**src/hdl/qcs_pkg.sv**
```systemverilog
// package of shared constants for the queued command service block
package qcs_pkg;
    // ------------------------------------------------------------------
    // command opcodes
    // ------------------------------------------------------------------
    localparam logic [7:0] OP_NOP = 8'h00;       // nop, needs subcommand
    localparam logic [7:0] NOP_SUB_OVL = 8'h01;  // overlap-able nop sub
    localparam logic [7:0] OP_RD_QUEUED = 8'hC7; // read dma queued
    localparam logic [7:0] OP_SERVICE = 8'hA2;   // service
    localparam logic [7:0] OP_WR_QUEUED = 8'hCC; // write dma queued
    // ------------------------------------------------------------------
    // status bit positions
    // ------------------------------------------------------------------
    localparam int ST_ERR = 0;  // error
    localparam int ST_DRQ = 3;  // data request
    localparam int ST_SERV = 4; // service request
    localparam int ST_RDY = 6;  // ready
    localparam int ST_BSY = 7;  // busy
    localparam logic [7:0] ERR_ABORT = 8'h04; // aborted-command error code
    // ------------------------------------------------------------------
    // sizes and reset values
    // ------------------------------------------------------------------
    localparam int QDEPTH = 8;                 // default queue depth
    localparam int TAGW = 5;                   // tag width
    localparam int ID_WORD_QDEPTH = 73;        // identify word with depth
    localparam logic [7:0] SECCNT_RST = 8'h01; // sector count after reset
    localparam int IRQ_EVENTS = 3;             // host interrupt events
    // ------------------------------------------------------------------
    // host-side AXI4-Lite register offsets
    // ------------------------------------------------------------------
    localparam logic [7:0] A_CTRL = 8'h00;   // control/command issue
    localparam logic [7:0] A_STAT = 8'h04;   // last device status
    localparam logic [7:0] A_TAG = 8'h08;    // last tag
    localparam logic [7:0] A_ISTAT = 8'h0C;  // sticky events
    localparam logic [7:0] A_IMASK = 8'h10;  // event mask
    localparam logic [1:0] RESP_OK = 2'h0;   // okay
    localparam logic [1:0] RESP_ERR = 2'h2;  // slverr
endpackage : qcs_pkg

```
**src/hdl/qcs_if.sv**
```systemverilog
// interface joining the queued-command device end and the host end
`timescale 1ns/1ps
`default_nettype none
interface qcs_if;
    logic cmd_wr;      // host writes command register (pulse)
    logic [7:0] cmd;   // command opcode
    logic [7:0] feat;  // feature/subcommand
    logic [7:0] tag;   // sector count, tag for queued commands
    logic nien;        // interrupt disable, held by host
    logic sel;         // device selected by device/head
    logic stat_rd;     // host reads status register (pulse)
    logic [7:0] status; // status register
    logic [7:0] error;  // error register
    logic [7:0] tag_out; // restored tag
    logic intrq;       // interrupt request
    modport dev (input cmd_wr, cmd, feat, tag, nien, sel, stat_rd,
                 output status, error, tag_out, intrq);
    modport host (output cmd_wr, cmd, feat, tag, nien, sel, stat_rd,
                  input status, error, tag_out, intrq);
endinterface : qcs_if
`default_nettype wire

```
**src/hdl/qcs_device.sv**
```systemverilog
// device end: overlapped and queued command logic
// Contract
// - bus release clears both drq and bsy
// - host masks nien before switching device
// - overlap only nop-01, c7, a2, cc
// - queued command completes now or later
// - non-queued command with queue aborts all
// - unique tag kept and restored by service
// - duplicate tag aborts whole queue
// - any queued error aborts queue
// - ready while idle sets serv, pending, intrq
// - serv holds until all ready serviced
// - status read or command clears pending
// - ready while busy sets only serv
// - new command keeps serv, no extra interrupt
// - host masks nien before queuing command
// - host checks serv at every completion
// - queue depth reported as identify word 73
// - serv set when released command ready
// - host avoids command write while drq
`timescale 1ns/1ps
`default_nettype none
module qcs_device #(
    parameter int DEPTH = qcs_pkg::QDEPTH // queue slots
) (
    input wire logic aclk,          // 40 mhz clock
    input wire logic aresetn,       // sync reset, low
    qcs_if.dev bus,                 // ata-side registers
    input wire logic media_ready,   // media ready now for new queued cmd
    input wire logic svc_ready,     // a released command became ready
    input wire logic [7:0] svc_tag, // tag of the ready command
    input wire logic media_err,     // error during queued operation
    input wire logic xfer_done,     // current data phase finished
    output logic [15:0] id_word73   // identify word 73 value
);
    // ------------------------------------------------------------------
    // state
    // ------------------------------------------------------------------
    typedef enum {QCS_IDLE, QCS_XFER} qcs_st_t;
    qcs_st_t st_q;                       // bus phase
    logic [DEPTH-1:0] valid_q;           // slot in use
    logic [DEPTH-1:0] rdy_q;             // slot ready for service
    logic [7:0] tagm_q [DEPTH];          // stored tags
    logic [7:0] status_q;                // status register
    logic [7:0] error_q;                 // error register
    logic [7:0] tag_out_q;               // restored tag
    logic pend_q;                        // pending interrupt

    // true for commands that may be overlapped
    function automatic logic is_ovl(input logic [7:0] c, input logic [7:0] f);
        is_ovl = (c == qcs_pkg::OP_RD_QUEUED) || (c == qcs_pkg::OP_WR_QUEUED)
            || (c == qcs_pkg::OP_SERVICE)
            || (c == qcs_pkg::OP_NOP && f == qcs_pkg::NOP_SUB_OVL);
    endfunction

    // ------------------------------------------------------------------
    // decode of an incoming command
    // ------------------------------------------------------------------
    logic is_q;       // queued data command
    logic dup;        // tag already held
    logic qne;        // queue not empty
    logic bad;        // command to abort
    logic [DEPTH-1:0] hit; // slot holding tag
    logic [DEPTH-1:0] shit; // slot holding service tag
    logic any_rdy;    // some slot ready
    logic free_ok;    // a free slot exists
    int free_i;       // first free slot
    int rdy_i;        // first ready slot
    // scan down so the lowest index wins
    // free_ok low means the queue is full
    always_comb begin
        free_i = 0;
        rdy_i = 0;
        free_ok = 1'b0;
        for (int i = DEPTH - 1; i >= 0; i--) begin
            if (!valid_q[i]) begin
                free_i = i;
                free_ok = 1'b1;
            end
            if (rdy_q[i]) begin
                rdy_i = i;
            end
        end
    end
    // one tag compare per slot and source
    for (genvar g = 0; g < DEPTH; g++) begin : g_cmp
        assign hit[g] = valid_q[g] && (tagm_q[g] == bus.tag);
        assign shit[g] = valid_q[g] && (tagm_q[g] == svc_tag);
    end
    assign is_q = (bus.cmd == qcs_pkg::OP_RD_QUEUED)
        || (bus.cmd == qcs_pkg::OP_WR_QUEUED);
    assign qne = |valid_q;
    assign any_rdy = |rdy_q;
    assign dup = is_q && (|hit);
    // a full queue is refused, never overwritten
    assign bad = (!is_ovl(bus.cmd, bus.feat) && qne)
        || dup || (is_q && !free_ok && !media_ready)
        || (bus.cmd == qcs_pkg::OP_SERVICE && !any_rdy);
    wire logic busy = status_q[qcs_pkg::ST_BSY] || status_q[qcs_pkg::ST_DRQ];
    wire logic cmd_go = bus.cmd_wr && bus.sel;
    wire logic abort_all = (cmd_go && bad) || (media_err && qne);

    // ------------------------------------------------------------------
    // queue slots and ready-for-service record
    // ------------------------------------------------------------------
    // abort beats every other update, so no
    // slot is left half removed
    always_ff @(posedge aclk) begin
        if (!aresetn || abort_all) begin
            valid_q <= '0;
            rdy_q <= '0;
        end else begin
            if (cmd_go && is_q && !media_ready) begin
                valid_q[free_i] <= 1'b1;
                tagm_q[free_i] <= bus.tag;
            end
            if (svc_ready) begin
                rdy_q <= rdy_q | shit;
            end
            if (cmd_go && bus.cmd == qcs_pkg::OP_SERVICE && any_rdy) begin
                rdy_q[rdy_i] <= 1'b0;
                valid_q[rdy_i] <= 1'b0;
            end
        end
    end

    // ------------------------------------------------------------------
    // bus phase: transfer asserts drq, completion releases the bus
    // ------------------------------------------------------------------
    always_ff @(posedge aclk) begin
        if (!aresetn) begin
            st_q <= QCS_IDLE;
        end else begin
            case (st_q)
                QCS_IDLE: begin
                    if (cmd_go && !bad && (bus.cmd == qcs_pkg::OP_SERVICE
                        || (is_q && media_ready))) begin
                        // data phase from next cycle
                        st_q <= QCS_XFER;
                    end
                end
                QCS_XFER: begin
                    if (xfer_done || abort_all) begin
                        st_q <= QCS_IDLE;
                    end
                end
                default: st_q <= QCS_IDLE;
            endcase
        end
    end

    // ------------------------------------------------------------------
    // status, error and restored tag
    // ------------------------------------------------------------------
    always_ff @(posedge aclk) begin
        if (!aresetn) begin
            error_q <= 8'h01;
            tag_out_q <= qcs_pkg::SECCNT_RST;
        end else if (abort_all) begin
            error_q <= qcs_pkg::ERR_ABORT;
        end else if (cmd_go) begin
            error_q <= 8'h00; // cleared by next command
            if (bus.cmd == qcs_pkg::OP_SERVICE) begin
                tag_out_q <= tagm_q[rdy_i];
            end
        end
    end
    // bsy never rises: every command here
    // moves its data under drq alone
    always_comb begin
        status_q = 8'h00;
        status_q[qcs_pkg::ST_RDY] = 1'b1;
        status_q[qcs_pkg::ST_DRQ] = (st_q == QCS_XFER);
        status_q[qcs_pkg::ST_BSY] = 1'b0; // released: both low
        status_q[qcs_pkg::ST_SERV] = any_rdy;
        status_q[qcs_pkg::ST_ERR] = (error_q == qcs_pkg::ERR_ABORT);
    end

    // ------------------------------------------------------------------
    // pending interrupt: raised by completion or by a new service need
    // while the bus is free and serv is not already set
    // ------------------------------------------------------------------
    wire logic new_rdy = svc_ready && (|(shit & ~rdy_q));
    wire logic done = (st_q == QCS_XFER) && xfer_done;
    wire logic immed = cmd_go && !(st_q == QCS_IDLE && !bad
        && (bus.cmd == qcs_pkg::OP_SERVICE || (is_q && media_ready)));
    // set beats clear, so no completion is lost
    always_ff @(posedge aclk) begin
        if (!aresetn) begin
            pend_q <= 1'b0;
        end else if (new_rdy && !busy && !any_rdy) begin
            pend_q <= 1'b1;
        end else if (done || immed) begin
            pend_q <= 1'b1;
        end else if (bus.stat_rd || bus.cmd_wr) begin
            pend_q <= 1'b0;
        end
    end

    assign bus.status = status_q;
    assign bus.error = error_q;
    assign bus.tag_out = tag_out_q;
    assign bus.intrq = pend_q && bus.sel && !bus.nien;
    assign id_word73 = 16'(DEPTH - 1);
endmodule : qcs_device
`default_nettype wire

```
**src/flat_wrapper.sv**
```systemverilog
// flat-port wrapper written by rule: the top's interface ports become plain ports
module qcs_device_flat 
#(
    parameter int DEPTH = qcs_pkg::QDEPTH               
)
  (aclk, aresetn, media_ready, svc_ready, svc_tag, media_err, xfer_done, id_word73, bus_cmd_wr, bus_cmd, bus_feat, bus_tag, bus_nien, bus_sel, bus_stat_rd, bus_status, bus_error, bus_tag_out, bus_intrq);
  qcs_if bus_i ();
  input wire logic aclk;
  input wire logic aresetn;
  input wire logic media_ready;
  input wire logic svc_ready;
  input wire logic [7:0] svc_tag;
  input wire logic media_err;
  input wire logic xfer_done;
  output logic [15:0] id_word73;
  input wire logic [$bits(bus_i.cmd_wr)-1:0] bus_cmd_wr;
  input wire logic [$bits(bus_i.cmd)-1:0] bus_cmd;
  input wire logic [$bits(bus_i.feat)-1:0] bus_feat;
  input wire logic [$bits(bus_i.tag)-1:0] bus_tag;
  input wire logic [$bits(bus_i.nien)-1:0] bus_nien;
  input wire logic [$bits(bus_i.sel)-1:0] bus_sel;
  input wire logic [$bits(bus_i.stat_rd)-1:0] bus_stat_rd;
  output wire logic [$bits(bus_i.status)-1:0] bus_status;
  output wire logic [$bits(bus_i.error)-1:0] bus_error;
  output wire logic [$bits(bus_i.tag_out)-1:0] bus_tag_out;
  output wire logic [$bits(bus_i.intrq)-1:0] bus_intrq;
  assign bus_i.cmd_wr = bus_cmd_wr;
  assign bus_i.cmd = bus_cmd;
  assign bus_i.feat = bus_feat;
  assign bus_i.tag = bus_tag;
  assign bus_i.nien = bus_nien;
  assign bus_i.sel = bus_sel;
  assign bus_i.stat_rd = bus_stat_rd;
  assign bus_status = bus_i.status;
  assign bus_error = bus_i.error;
  assign bus_tag_out = bus_i.tag_out;
  assign bus_intrq = bus_i.intrq;
  qcs_device #(.DEPTH(DEPTH)) u_core (.aclk(aclk), .aresetn(aresetn), .bus(bus_i), .media_ready(media_ready), .svc_ready(svc_ready), .svc_tag(svc_tag), .media_err(media_err), .xfer_done(xfer_done), .id_word73(id_word73));
endmodule
```
**config.mk**
```make
export PLATFORM = sky130hd
export DESIGN_NAME = qcs_device_flat
export DESIGN_NICKNAME = d
export VERILOG_FILES = /design/src/hdl/qcs_pkg.sv /design/src/hdl/qcs_if.sv /design/src/hdl/qcs_device.sv /design/src/flat_wrapper.sv
export SDC_FILE = /design/constraint.sdc
export NUM_CORES = 1
export LEC_CHECK = 0
export CAP_MARGIN = 20
export CORE_ASPECT_RATIO = 0.5
export CORE_MARGIN = 2
export CORE_UTILIZATION = 35
export CTS_CLUSTER_SIZE = 25
export DETAILED_ROUTE_END_ITERATION = 8
export DONT_BUFFER_PORTS = 1
export GPL_TIMING_DRIVEN = 0
export PLACE_DENSITY_LB_ADDON = 0.3
export SKIP_CTS_REPAIR_TIMING = 1
export SLEW_MARGIN = 40
export SYNTH_ARGS = -nofsm -noshare
export SYNTH_HDL_FRONTEND = slang
export SYNTH_SLANG_ARGS = --single-unit
```
**constraint.sdc**
```tcl
create_clock -name aclk -period 3.39 [get_ports aclk]
set_clock_uncertainty 0.05 [all_clocks]
set_input_delay 0.339 -clock aclk [delete_from_list [all_inputs] [get_ports aclk]]
set_output_delay 0.339 -clock aclk [all_outputs]
set_load 0.02 [all_outputs]
```
==> flow_metrics.py, run 1 <==
metrics = {
    "run_status": {
        "status": "complete, no violations",
    },
    "final_layout": {
        "diodes": 0,
        "multi_input_area_mm2": 0.00305,
        "final_cells": 838,
        "layout_commonest_cell": "xnor2_1",
        "syn2layout_area_growth_pct": 12.7,
        "final_cell_mix": "84 x xnor2_1, 64 x edfxtp_1, 44 x xor2_1, 36 x nor2_1",
        "drive_above_1_share_pct": 11.9,
        "sequential_cell_area_mm2": 0.00248,
        "fin_nets": 648,
        "fillerInstances": 1588,
    },
    "power_and_ir_drop": {
        "irDropWorstVdd_v": 0.000230,
        "swShare_pct": 24.4,
        "p_leak_uw": 0.00205,
        "clkPwrFrac_pct": 41.6,
        "switchingPower_uw": 584,
        "finalPower_uw": 2390,
        "comb_power_share_pct": 8.2,
        "seq_power_share_pct": 50.2,
        "power.density_mw_per_mm2": 368,
        "p_int_uw": 1810,
    },
    "synth": {
        "avgSynthCellArea_um2": 10.1,
        "synth-async-reset-ratio_pct": 0,
        "synth_adder_area_share_pct": 0,
        "syn_inst": 568,
        "synth.distinct_cells": 57,
        "synth_edf_count": 64,
        "synth-simple-area-share_pct": 17.2,
        "synth_compound_area_share_pct": 10.6,
        "synth-xor-area-share_pct": 19.5,
        "synthMuxAreaShare_pct": 2.95,
        "syn_area_mm2": 0.00576,
        "ys_seq_elements": 92,
        "yosys_warnings": 0,
        "synth_top_family_by_area": "XOR/XNOR gates",
        "synth_top_flop_cell": "edfxtp_1",
        "synth-seq-area-share_pct": 43.1,
    },
    "clock_network": {
        "cts-buffers-inserted": 9,
        "clk_pin_slew_ns": 0.07,
        "h-tree-depth": 3,
        "cts_root_buffer": "clkbuf_16",
        "cts_sinks": 92,
        "cts_tree": "yes",
        "ctsLongestPathBuffers": 2,
        "clock_latency_ns": 0.35,
    },
    "worst_setup_path": {
        "worstPathRequired_ns": 3.38,
        "arrival_ns": 3.33,
        "worst_setup_path_end_kind": "flip-flop",
        "critPathSlowestCell": "a221oi_2",
        "crit_chain": "xor2_1 -> nor4_1 -> a41oi_1 -> and3_1 -> a221oi_2 -> buf_2 -> nor3_2",
        "criticalPathCategory": "flip-flop to flip-flop",
        "max_stage_delay_ns": 0.60,
        "critPathMaxFanout": 10,
        "startpoint_type": "flip-flop",
    },
    "sta": {
        "min_period_ns": 3.33,
        "hold_viol": 0,
        "worstMarginPinSlew_ns": 0.815,
        "slew_headroom_pct": 45.4,
        "fmax_mhz": 300,
        "rsz0062_at_grt": "no",
        "drv_slew": 0,
        "tns_ns": 0,
        "setup_violations": 0,
        "period_share_pct": 98.3,
        "whs_ns": 0.0334,
    },
    "route": {
        "dr.pass1.iters": 5,
        "antenna_left": 0,
        "vias": 4426,
        "wl_per_cell_um": 18.8,
        "drt_wl_total_um": 15800,
        "drt-initial-drc-count": 450,
        "drc": 0,
        "avgViaCountPerCell": 5.28,
    },
    "die": {
        "die_h_um": 94.7,
        "dieWidth_um": 185,
        "coreArea_mm2": 0.0162,
        "initial_core_util_pct": 35.5,
        "rows": 33,
        "dieArea_mm2": 0.0176,
        "ios": 83,
    },
    "global_route": {
        "grt_pass1_wl_um": 23900,
        "grt_max_degree": 18,
        "grt_usage_pct": 18.5,
        "grt_pass1_vias": 4086,
        "antenna_found_initial": 0,
        "grt_overflow": 0,
    },
    "place": {
        "portBuffers": 0,
        "dp_hpwl_um": 12700,
        "place.gp.congestion": 0.969,
        "dp.cells": 822,
    },
    "job": {
        "maxCapViolations": 0,
    },
    "min_path": {
        "hp-class": "input pin to flip-flop",
    },
}
Yosys cell counts, types with 5 or more instances:
| cell | n | area share [%] |
|---|---|---|
| and3_1 | 5 | 0.54 |
| nor2b_1 | 5 | 0.54 |
| mux2i_1 | 17 | 3.0 |
| nor3_1 | 16 | 1.4 |
| o311a_1 | 7 | 1.2 |
| clkbuf_1 | 17 | 1.1 |
| o221ai_1 | 8 | 1.2 |
| nand2b_1 | 8 | 0.87 |
| nor2_1 | 36 | 2.3 |
| nand3_1 | 11 | 0.96 |
| buf_4 | 29 | 3.8 |
| xor2_1 | 44 | 6.7 |
| a21oi_1 | 21 | 1.8 |
| buf_2 | 12 | 1.0 |
| dfxtp_1 | 28 | 9.7 |
| a22oi_1 | 16 | 2.1 |
| xnor2_1 | 84 | 13 |
| nand4_1 | 20 | 2.2 |
| edfxtp_1 | 64 | 33 |
| nand2_1 | 27 | 1.8 |
| nor4_1 | 29 | 3.1 |
registers in the layout (all words and copies together) (netlist names):
register / cells
u_core.tagm_q: 64
u_core.bus.tag_out: 8
u_core.rdy_q: 8
u_core.valid_q: 8
u_core.bus.error: 2
u_core.pend_q: 1
u_core.st_q: 1
metrics by stage:
stage | setup WS (ns) | cell area (um^2) | util [%]
finish | 0.0571 | 6490 | 40.0
CTS | 0.202 | 6490 | 40.0
detailed placement | -0.0973 | 6190 | 38.2
global placement | -0.941 | 6140 | 37.8
floorplan | 0.0346 | 5850 | -
global route | 0.0139 | 6490 | 40.0
cells by family after synthesis:
kind of cell	count (synthesis)
AO/OA/AOI/OAI	82
XOR/XNOR	128
buffers and inverters	66
flip-flops	92
multiplexers	17
other	2
AND/OR/NAND/NOR	181
critical path: cells and delay by family (launching register included):
| family | cells | cell delay [ns] |
|---|---|---|
| flops | 1 | 0.45 |
| compound gates | 2 | 0.88 |
| xor+xnor | 1 | 0.19 |
| simple gates | 3 | 1.02 |
| buf+inv | 1 | 0.44 |
final cells by class:
| type | instances | share of cell area (%) |
|---|---|---|
| multi-input cells | 435 | 46.9 |
| inverters | 3 | 0.173 |
| clock buffers | 10 | 3.68 |
| plain buffers | 63 | 5.66 |
| clock inverters | 6 | 0.828 |
| flip-flops and latches | 92 | 38.2 |
| repair buffers | 2 | 0.154 |
| well taps | 227 | 4.37 |
metal layers:
metal	share of wire (%)	vias to the layer above	global-route usage, %
met1	48	2106	26.4
met4	1.2	0	4.30
met2	43	197	28.4
li1	-	2106	-
met3	7.7	17	4.17
met5	0	-	0
worst paths after layout:
kind	endpoint	cells past startpoint	from	slack, ns
worst min-delay path	u_core.tagm_q[3][6]	0	bus_tag[6]	0.03
worst min register to register	u_core.bus.error[0]	2	u_core.bus.error[0]	0.51
worst max register to register	u_core.tagm_q[0][3]	7	u_core.tagm_q[5][3]	0.06
worst max-delay path	u_core.tagm_q[0][3]	7	u_core.tagm_q[5][3]	0.06
power groups by stage:
stage | logic (uW) | clock network, uW | registers (uW)
final | 197 | 994 | 1200
after global routing | 213 | 1060 | 1200
after CTS | 194 | 1010 | 1200
after detailed placement | 193 | 0 | 1230
after global placement | 191 | 0 | 1230
after floorplan | 161 | 0 | 1230
Note: power is estimated with default switching activity, not from simulation.
==> run 2: changes to the inputs <==
CTS_BUF_LIST = sky130_fd_sc_hd__clkbuf_4 sky130_fd_sc_hd__clkbuf_8   (was default)
==> run 2 against run 1 <==
Non-clock buffer count is 7 higher. Global-route usage hardly changed. Via count is 0.99% higher. Register-to-register slack better by 0.08 ns. Combinational power is 9% higher. Fmax is 2.3% higher. Worst setup slack better by 0.076 ns. Sequential power hardly changed. Largest cell class unchanged. Highest routed layer unchanged.
==> flow_metrics.py, run 2 (synthesis results as in run 1) <==
metrics = {
    "run_status": {
        "status": "complete, no violations",
    },
    "global_route": {
        "grt_pass1_vias": 4087,
        "antenna_found_initial": 0,
        "grt_pass1_wl_um": 24000,
        "grt_max_degree": 18,
        "grt_usage_pct": 18.5,
        "grt_overflow": 0,
    },
    "clock_network": {
        "ctsLongestPathBuffers": 2,
        "cts-buffers-inserted": 9,
        "h-tree-depth": 3,
        "cts_root_buffer": "clkbuf_8",
        "cts_sinks": 92,
        "clock_latency_ns": 0.38,
        "clk_pin_slew_ns": 0.10,
        "cts_tree": "yes",
    },
    "die": {
        "die_h_um": 94.7,
        "dieWidth_um": 185,
        "ios": 83,
        "rows": 33,
        "coreArea_mm2": 0.0162,
        "initial_core_util_pct": 35.5,
        "dieArea_mm2": 0.0176,
    },
    "worst_setup_path": {
        "arrival_ns": 3.28,
        "criticalPathCategory": "flip-flop to flip-flop",
        "cp_top_family": "simple AND/OR/NAND/NOR gates",
        "crit_chain": "xor2_1 -> nor4_1 -> a41oi_1 -> and3_1 -> a221oi_2 -> buf_2 -> nor3_2",
        "max_stage_delay_ns": 0.60,
        "ff2ff_setup_slack_ns": 0.13,
        "reg2reg_to": "u_core.tagm_q[0][2]",
        "worst_setup_path_end_kind": "flip-flop",
        "r2r_cells": 7,
        "critPathSlowestCell": "a221oi_2",
        "critPathMaxFanout": 10,
        "worstPathRequired_ns": 3.42,
        "r2r_start": "u_core.tagm_q[5][7]",
        "critPathBufInv": 1,
        "startpoint_type": "flip-flop",
    },
    "sta": {
        "fmax_mhz": 307,
        "setup_violations": 0,
        "rsz0062_at_grt": "no",
        "min_period_ns": 3.26,
        "slew_headroom_pct": 47.4,
        "worstMarginPinSlew_ns": 0.785,
        "drv_slew": 0,
        "period_share_pct": 96.1,
        "hold_viol": 0,
    },
    "final_layout": {
        "fillerInstances": 1607,
        "final_cell_mix": "84 x xnor2_1, 64 x edfxtp_1, 44 x xor2_1, 36 x nor2_1",
        "diodes": 0,
        "fin_nets": 655,
        "largest_reg_flops": 64,
        "final_util_pct": 39.9,
        "largest_register": "u_core.tagm_q",
        "drive_above_1_share_pct": 11.8,
        "layout_commonest_cell": "xnor2_1",
        "syn2layout_area_growth_pct": 12.3,
    },
    "route": {
        "drt_wl_total_um": 16300,
        "vias": 4470,
        "drc": 0,
        "antenna_left": 0,
        "drt-initial-drc-count": 372,
        "dr.pass1.iters": 5,
        "avgViaCountPerCell": 5.29,
        "wl_per_cell_um": 19.3,
    },
    "power_and_ir_drop": {
        "irDropWorstVdd_v": 0.000176,
        "power.density_mw_per_mm2": 332,
        "p_leak_uw": 0.00204,
        "finalPower_uw": 2150,
    },
    "min_path": {
        "hp-class": "input pin to flip-flop",
        "min_from": "xfer_done",
        "whs_endpoint": "u_core.st_q[0]",
        "hold_depth": 2,
    },
    "place": {
        "dp_hpwl_um": 12700,
        "place.gp.congestion": 0.969,
        "portBuffers": 0,
    },
    "job": {
        "maxCapViolations": 0,
    },
}
## run 2: per-stage QoR
step	cell area, um^2	setup TNS, ns	hold slack [ns]	worst slack, ns	cells
4_1_cts	6390	0	-0.00862	0.193	838
6_report	6470	0	0.0965	0.133	845
3_3_place_gp	6140	-32.45	0.388	-0.941	820
2_1_floorplan	5850	0	0.388	0.0346	593
5_1_grt	6470	0	0.115	0.00445	845
3_5_place_dp	6190	-2.02	0.388	-0.0973	822
## run 2: report_power, final
group / internal (uW) / leakage (uW) / switching, uW
clock: 301 / 0.0000958 / 433
sequential: 1200 / 0.000801 / 2.24
combinational: 83.3 / 0.00114 / 132
total: 1580 / 0.00204 / 568
## run 2: metal layers
metal / track usage (%) / wire length [um] / share of wire, %
met5: 0 / 0 / 0
met1: 26.6 / 7720 / 47
met4: 4.23 / 164 / 1.0
met3: 4.01 / 1220 / 7.5
met2: 28.5 / 7190 / 44
## run 2: area by class of cell
| type | count | area, um^2 | share of cell area, % |
|---|---|---|---|
| well taps | 227 | 284 | 4.39 |
| multi-input cells | 435 | 3050 | 47.1 |
| repair buffers | 10 | 90.1 | 1.39 |
| plain buffers | 62 | 364 | 5.63 |
| inverters | 3 | 11.3 | 0.174 |
| clock buffers | 10 | 138 | 2.13 |
| flip-flops and latches | 92 | 2480 | 38.4 |
| clock inverters | 6 | 53.8 | 0.832 |
## run 2: how the worst max path moves through the flow
| stage | startpoint | endpoint | slack, ns | cells after the start |
|---|---|---|---|---|
| detailed placement | bus_cmd[1] | u_core.tagm_q[4][1] | -0.1 | 7 |
| finish | u_core.tagm_q[5][7] | u_core.tagm_q[0][2] | 0.13 | 7 |
| global placement | bus_cmd[1] | u_core.tagm_q[4][1] | -0.94 | 6 |
| global route | u_core.tagm_q[5][3] | u_core.tagm_q[2][0] | 0.004 | 7 |
| floorplan | bus_cmd[1] | u_core.tagm_q[6][0] | 0.03 | 6 |
| CTS | u_core.tagm_q[5][7] | u_core.tagm_q[3][5] | 0.19 | 7 |
==> run 3: changes to the inputs <==
clock period = 3.14 ns   (was 3.39 ns; I/O delays follow)
==> run 3 against run 2 <==
Wire length is 1.6% higher. Fmax is 7.1% higher. Critical path depth is 1 higher. Clock power is 25% higher. Combinational power is 9% higher. Total power is 14% higher. Sequential share of layout area is 0.58 points lower. Global-route usage hardly changed. Non-clock buffer count is 1 higher. Cell count is 0.12% higher.
==> flow_metrics.py, run 3 (synthesis results as in run 1) <==
metrics = {
    "die": {
        "dieWidth_um": 185,
        "die_h_um": 94.7,
        "coreArea_mm2": 0.0162,
        "ios": 83,
        "initial_core_util_pct": 35.5,
        "dieArea_mm2": 0.0176,
        "rows": 33,
    },
    "sta": {
        "fmax_mhz": 329,
        "whs_ns": 0.0699,
        "hold_viol": 0,
        "min_period_ns": 3.04,
        "rsz0062_at_grt": "yes",
        "setup_slack_ns": 0.0992,
        "worstMarginPinSlew_ns": 0.766,
        "slew_headroom_pct": 48.7,
        "setup_violations": 0,
        "drv_slew": 0,
        "period_share_pct": 96.8,
    },
    "place": {
        "dp.cells": 820,
        "placed_area_mm2": 0.00620,
        "dp_slack_ns": -0.333,
        "place.gp.congestion": 0.947,
        "dp_hpwl_um": 12700,
        "portBuffers": 0,
    },
    "final_layout": {
        "multi_input_area_mm2": 0.00308,
        "fin_area_mm2": 0.00657,
        "diodes": 0,
        "fillerInstances": 1587,
        "final_cell_mix": "84 x xnor2_1, 64 x edfxtp_1, 44 x xor2_1, 36 x nor2_1, 29 x buf_4",
        "fin_nets": 656,
        "largest_reg_flops": 64,
        "layout_commonest_cell": "xnor2_1",
        "sequential_cell_area_mm2": 0.00248,
        "largest_register": "u_core.tagm_q",
        "final_cells": 846,
        "drive_above_1_share_pct": 12.1,
        "syn2layout_area_growth_pct": 14.0,
    },
    "clock_network": {
        "cts-buffers-inserted": 9,
        "ctsLongestPathBuffers": 2,
        "h-tree-depth": 3,
        "clk_pin_slew_ns": 0.10,
        "cts_sinks": 92,
        "cts_tree": "yes",
        "clock_latency_ns": 0.38,
        "cts_root_buffer": "clkbuf_8",
    },
    "route": {
        "avgViaCountPerCell": 5.36,
        "drc": 0,
        "wl_per_cell_um": 19.6,
        "dr.pass1.iters": 5,
        "antenna_left": 0,
        "vias": 4536,
        "drt-initial-drc-count": 377,
        "drt_wl_total_um": 16500,
    },
    "global_route": {
        "grt_overflow": 0,
        "busiest_layer": "met2",
        "use_met2_pct": 29.1,
        "grt_max_degree": 17,
        "antenna_found_initial": 0,
        "grt_pass1_vias": 4153,
        "use_met1_pct": 25.7,
        "grt_pass1_wl_um": 24000,
        "grt.met3_usage_pct": 4.32,
        "grt_usage_pct": 18.6,
    },
    "power_and_ir_drop": {
        "irDropWorstVdd_v": 0.000222,
        "finalPower_uw": 2450,
        "power.density_mw_per_mm2": 373,
        "p_leak_uw": 0.00206,
    },
    "worst_setup_path": {
        "criticalPathCategory": "flip-flop to flip-flop",
        "worstPathRequired_ns": 3.11,
        "worst_setup_path_end_kind": "flip-flop",
        "startpoint_type": "flip-flop",
        "critPathMaxFanout": 10,
        "arrival_ns": 3.01,
    },
    "run_status": {
        "status": "complete, no violations",
    },
    "min_path": {
        "hp-class": "input pin to flip-flop",
    },
    "job": {
        "maxCapViolations": 0,
    },
}
-- run 3: final timing paths --
check        slack [ns]             endpoint  cells past startpoint                 from
max                 0.1  u_core.tagm_q[7][2]                      8  u_core.tagm_q[1][4]
min reg2reg        0.51  u_core.bus.error[0]                      2  u_core.bus.error[0]
min                0.07       u_core.st_q[0]                      2              bus_sel
max reg2reg         0.1  u_core.tagm_q[7][2]                      8  u_core.tagm_q[1][4]
-- run 3: layout make-up --
class | instances | share of cell area [%]
Sequential cell | 92 | 37.8
Tap cell | 227 | 4.32
Multi-Input combinational cell | 435 | 46.8
Clock buffer | 10 | 2.00
Timing Repair Buffer | 11 | 1.90
Buffer | 62 | 5.54
Inverter | 3 | 0.171
Clock inverter | 6 | 1.43
-- run 3: stage by stage --
step                setup TNS, ns  utilization (%)
floorplan                       0                -
global placement           -35.97             37.9
detailed placement         -17.26             38.2
CTS                         -8.45             39.6
global route                -2.19             40.5
finish                          0             40.5
-- run 3: worst max-delay path, cell delays in order (launching register included) --
cell and delay (ns):
edfxtp_1 0.48, xnor2_1 0.17, nand3_1 0.12, nor3_1 0.08
a311o_1 0.39, a21oi_1 0.31, a221oi_2 0.16, buf_2 0.26
nor3_2 0.66
-- run 3: layer usage --
layer,vias up,wire [um]
met4,0,248
met2,203,7340
met1,2184,7570
met3,24,1390
met5,-,0
li1,2125,-
-- run 3: report_power, final --
part | switching (uW) | leakage (uW) | total [uW] | internal (uW)
Combinational | 144 | 0.00115 | 234 | 90.1
Clock | 458 | 0.000111 | 922 | 465
Sequential | 2.40 | 0.000801 | 1300 | 1290
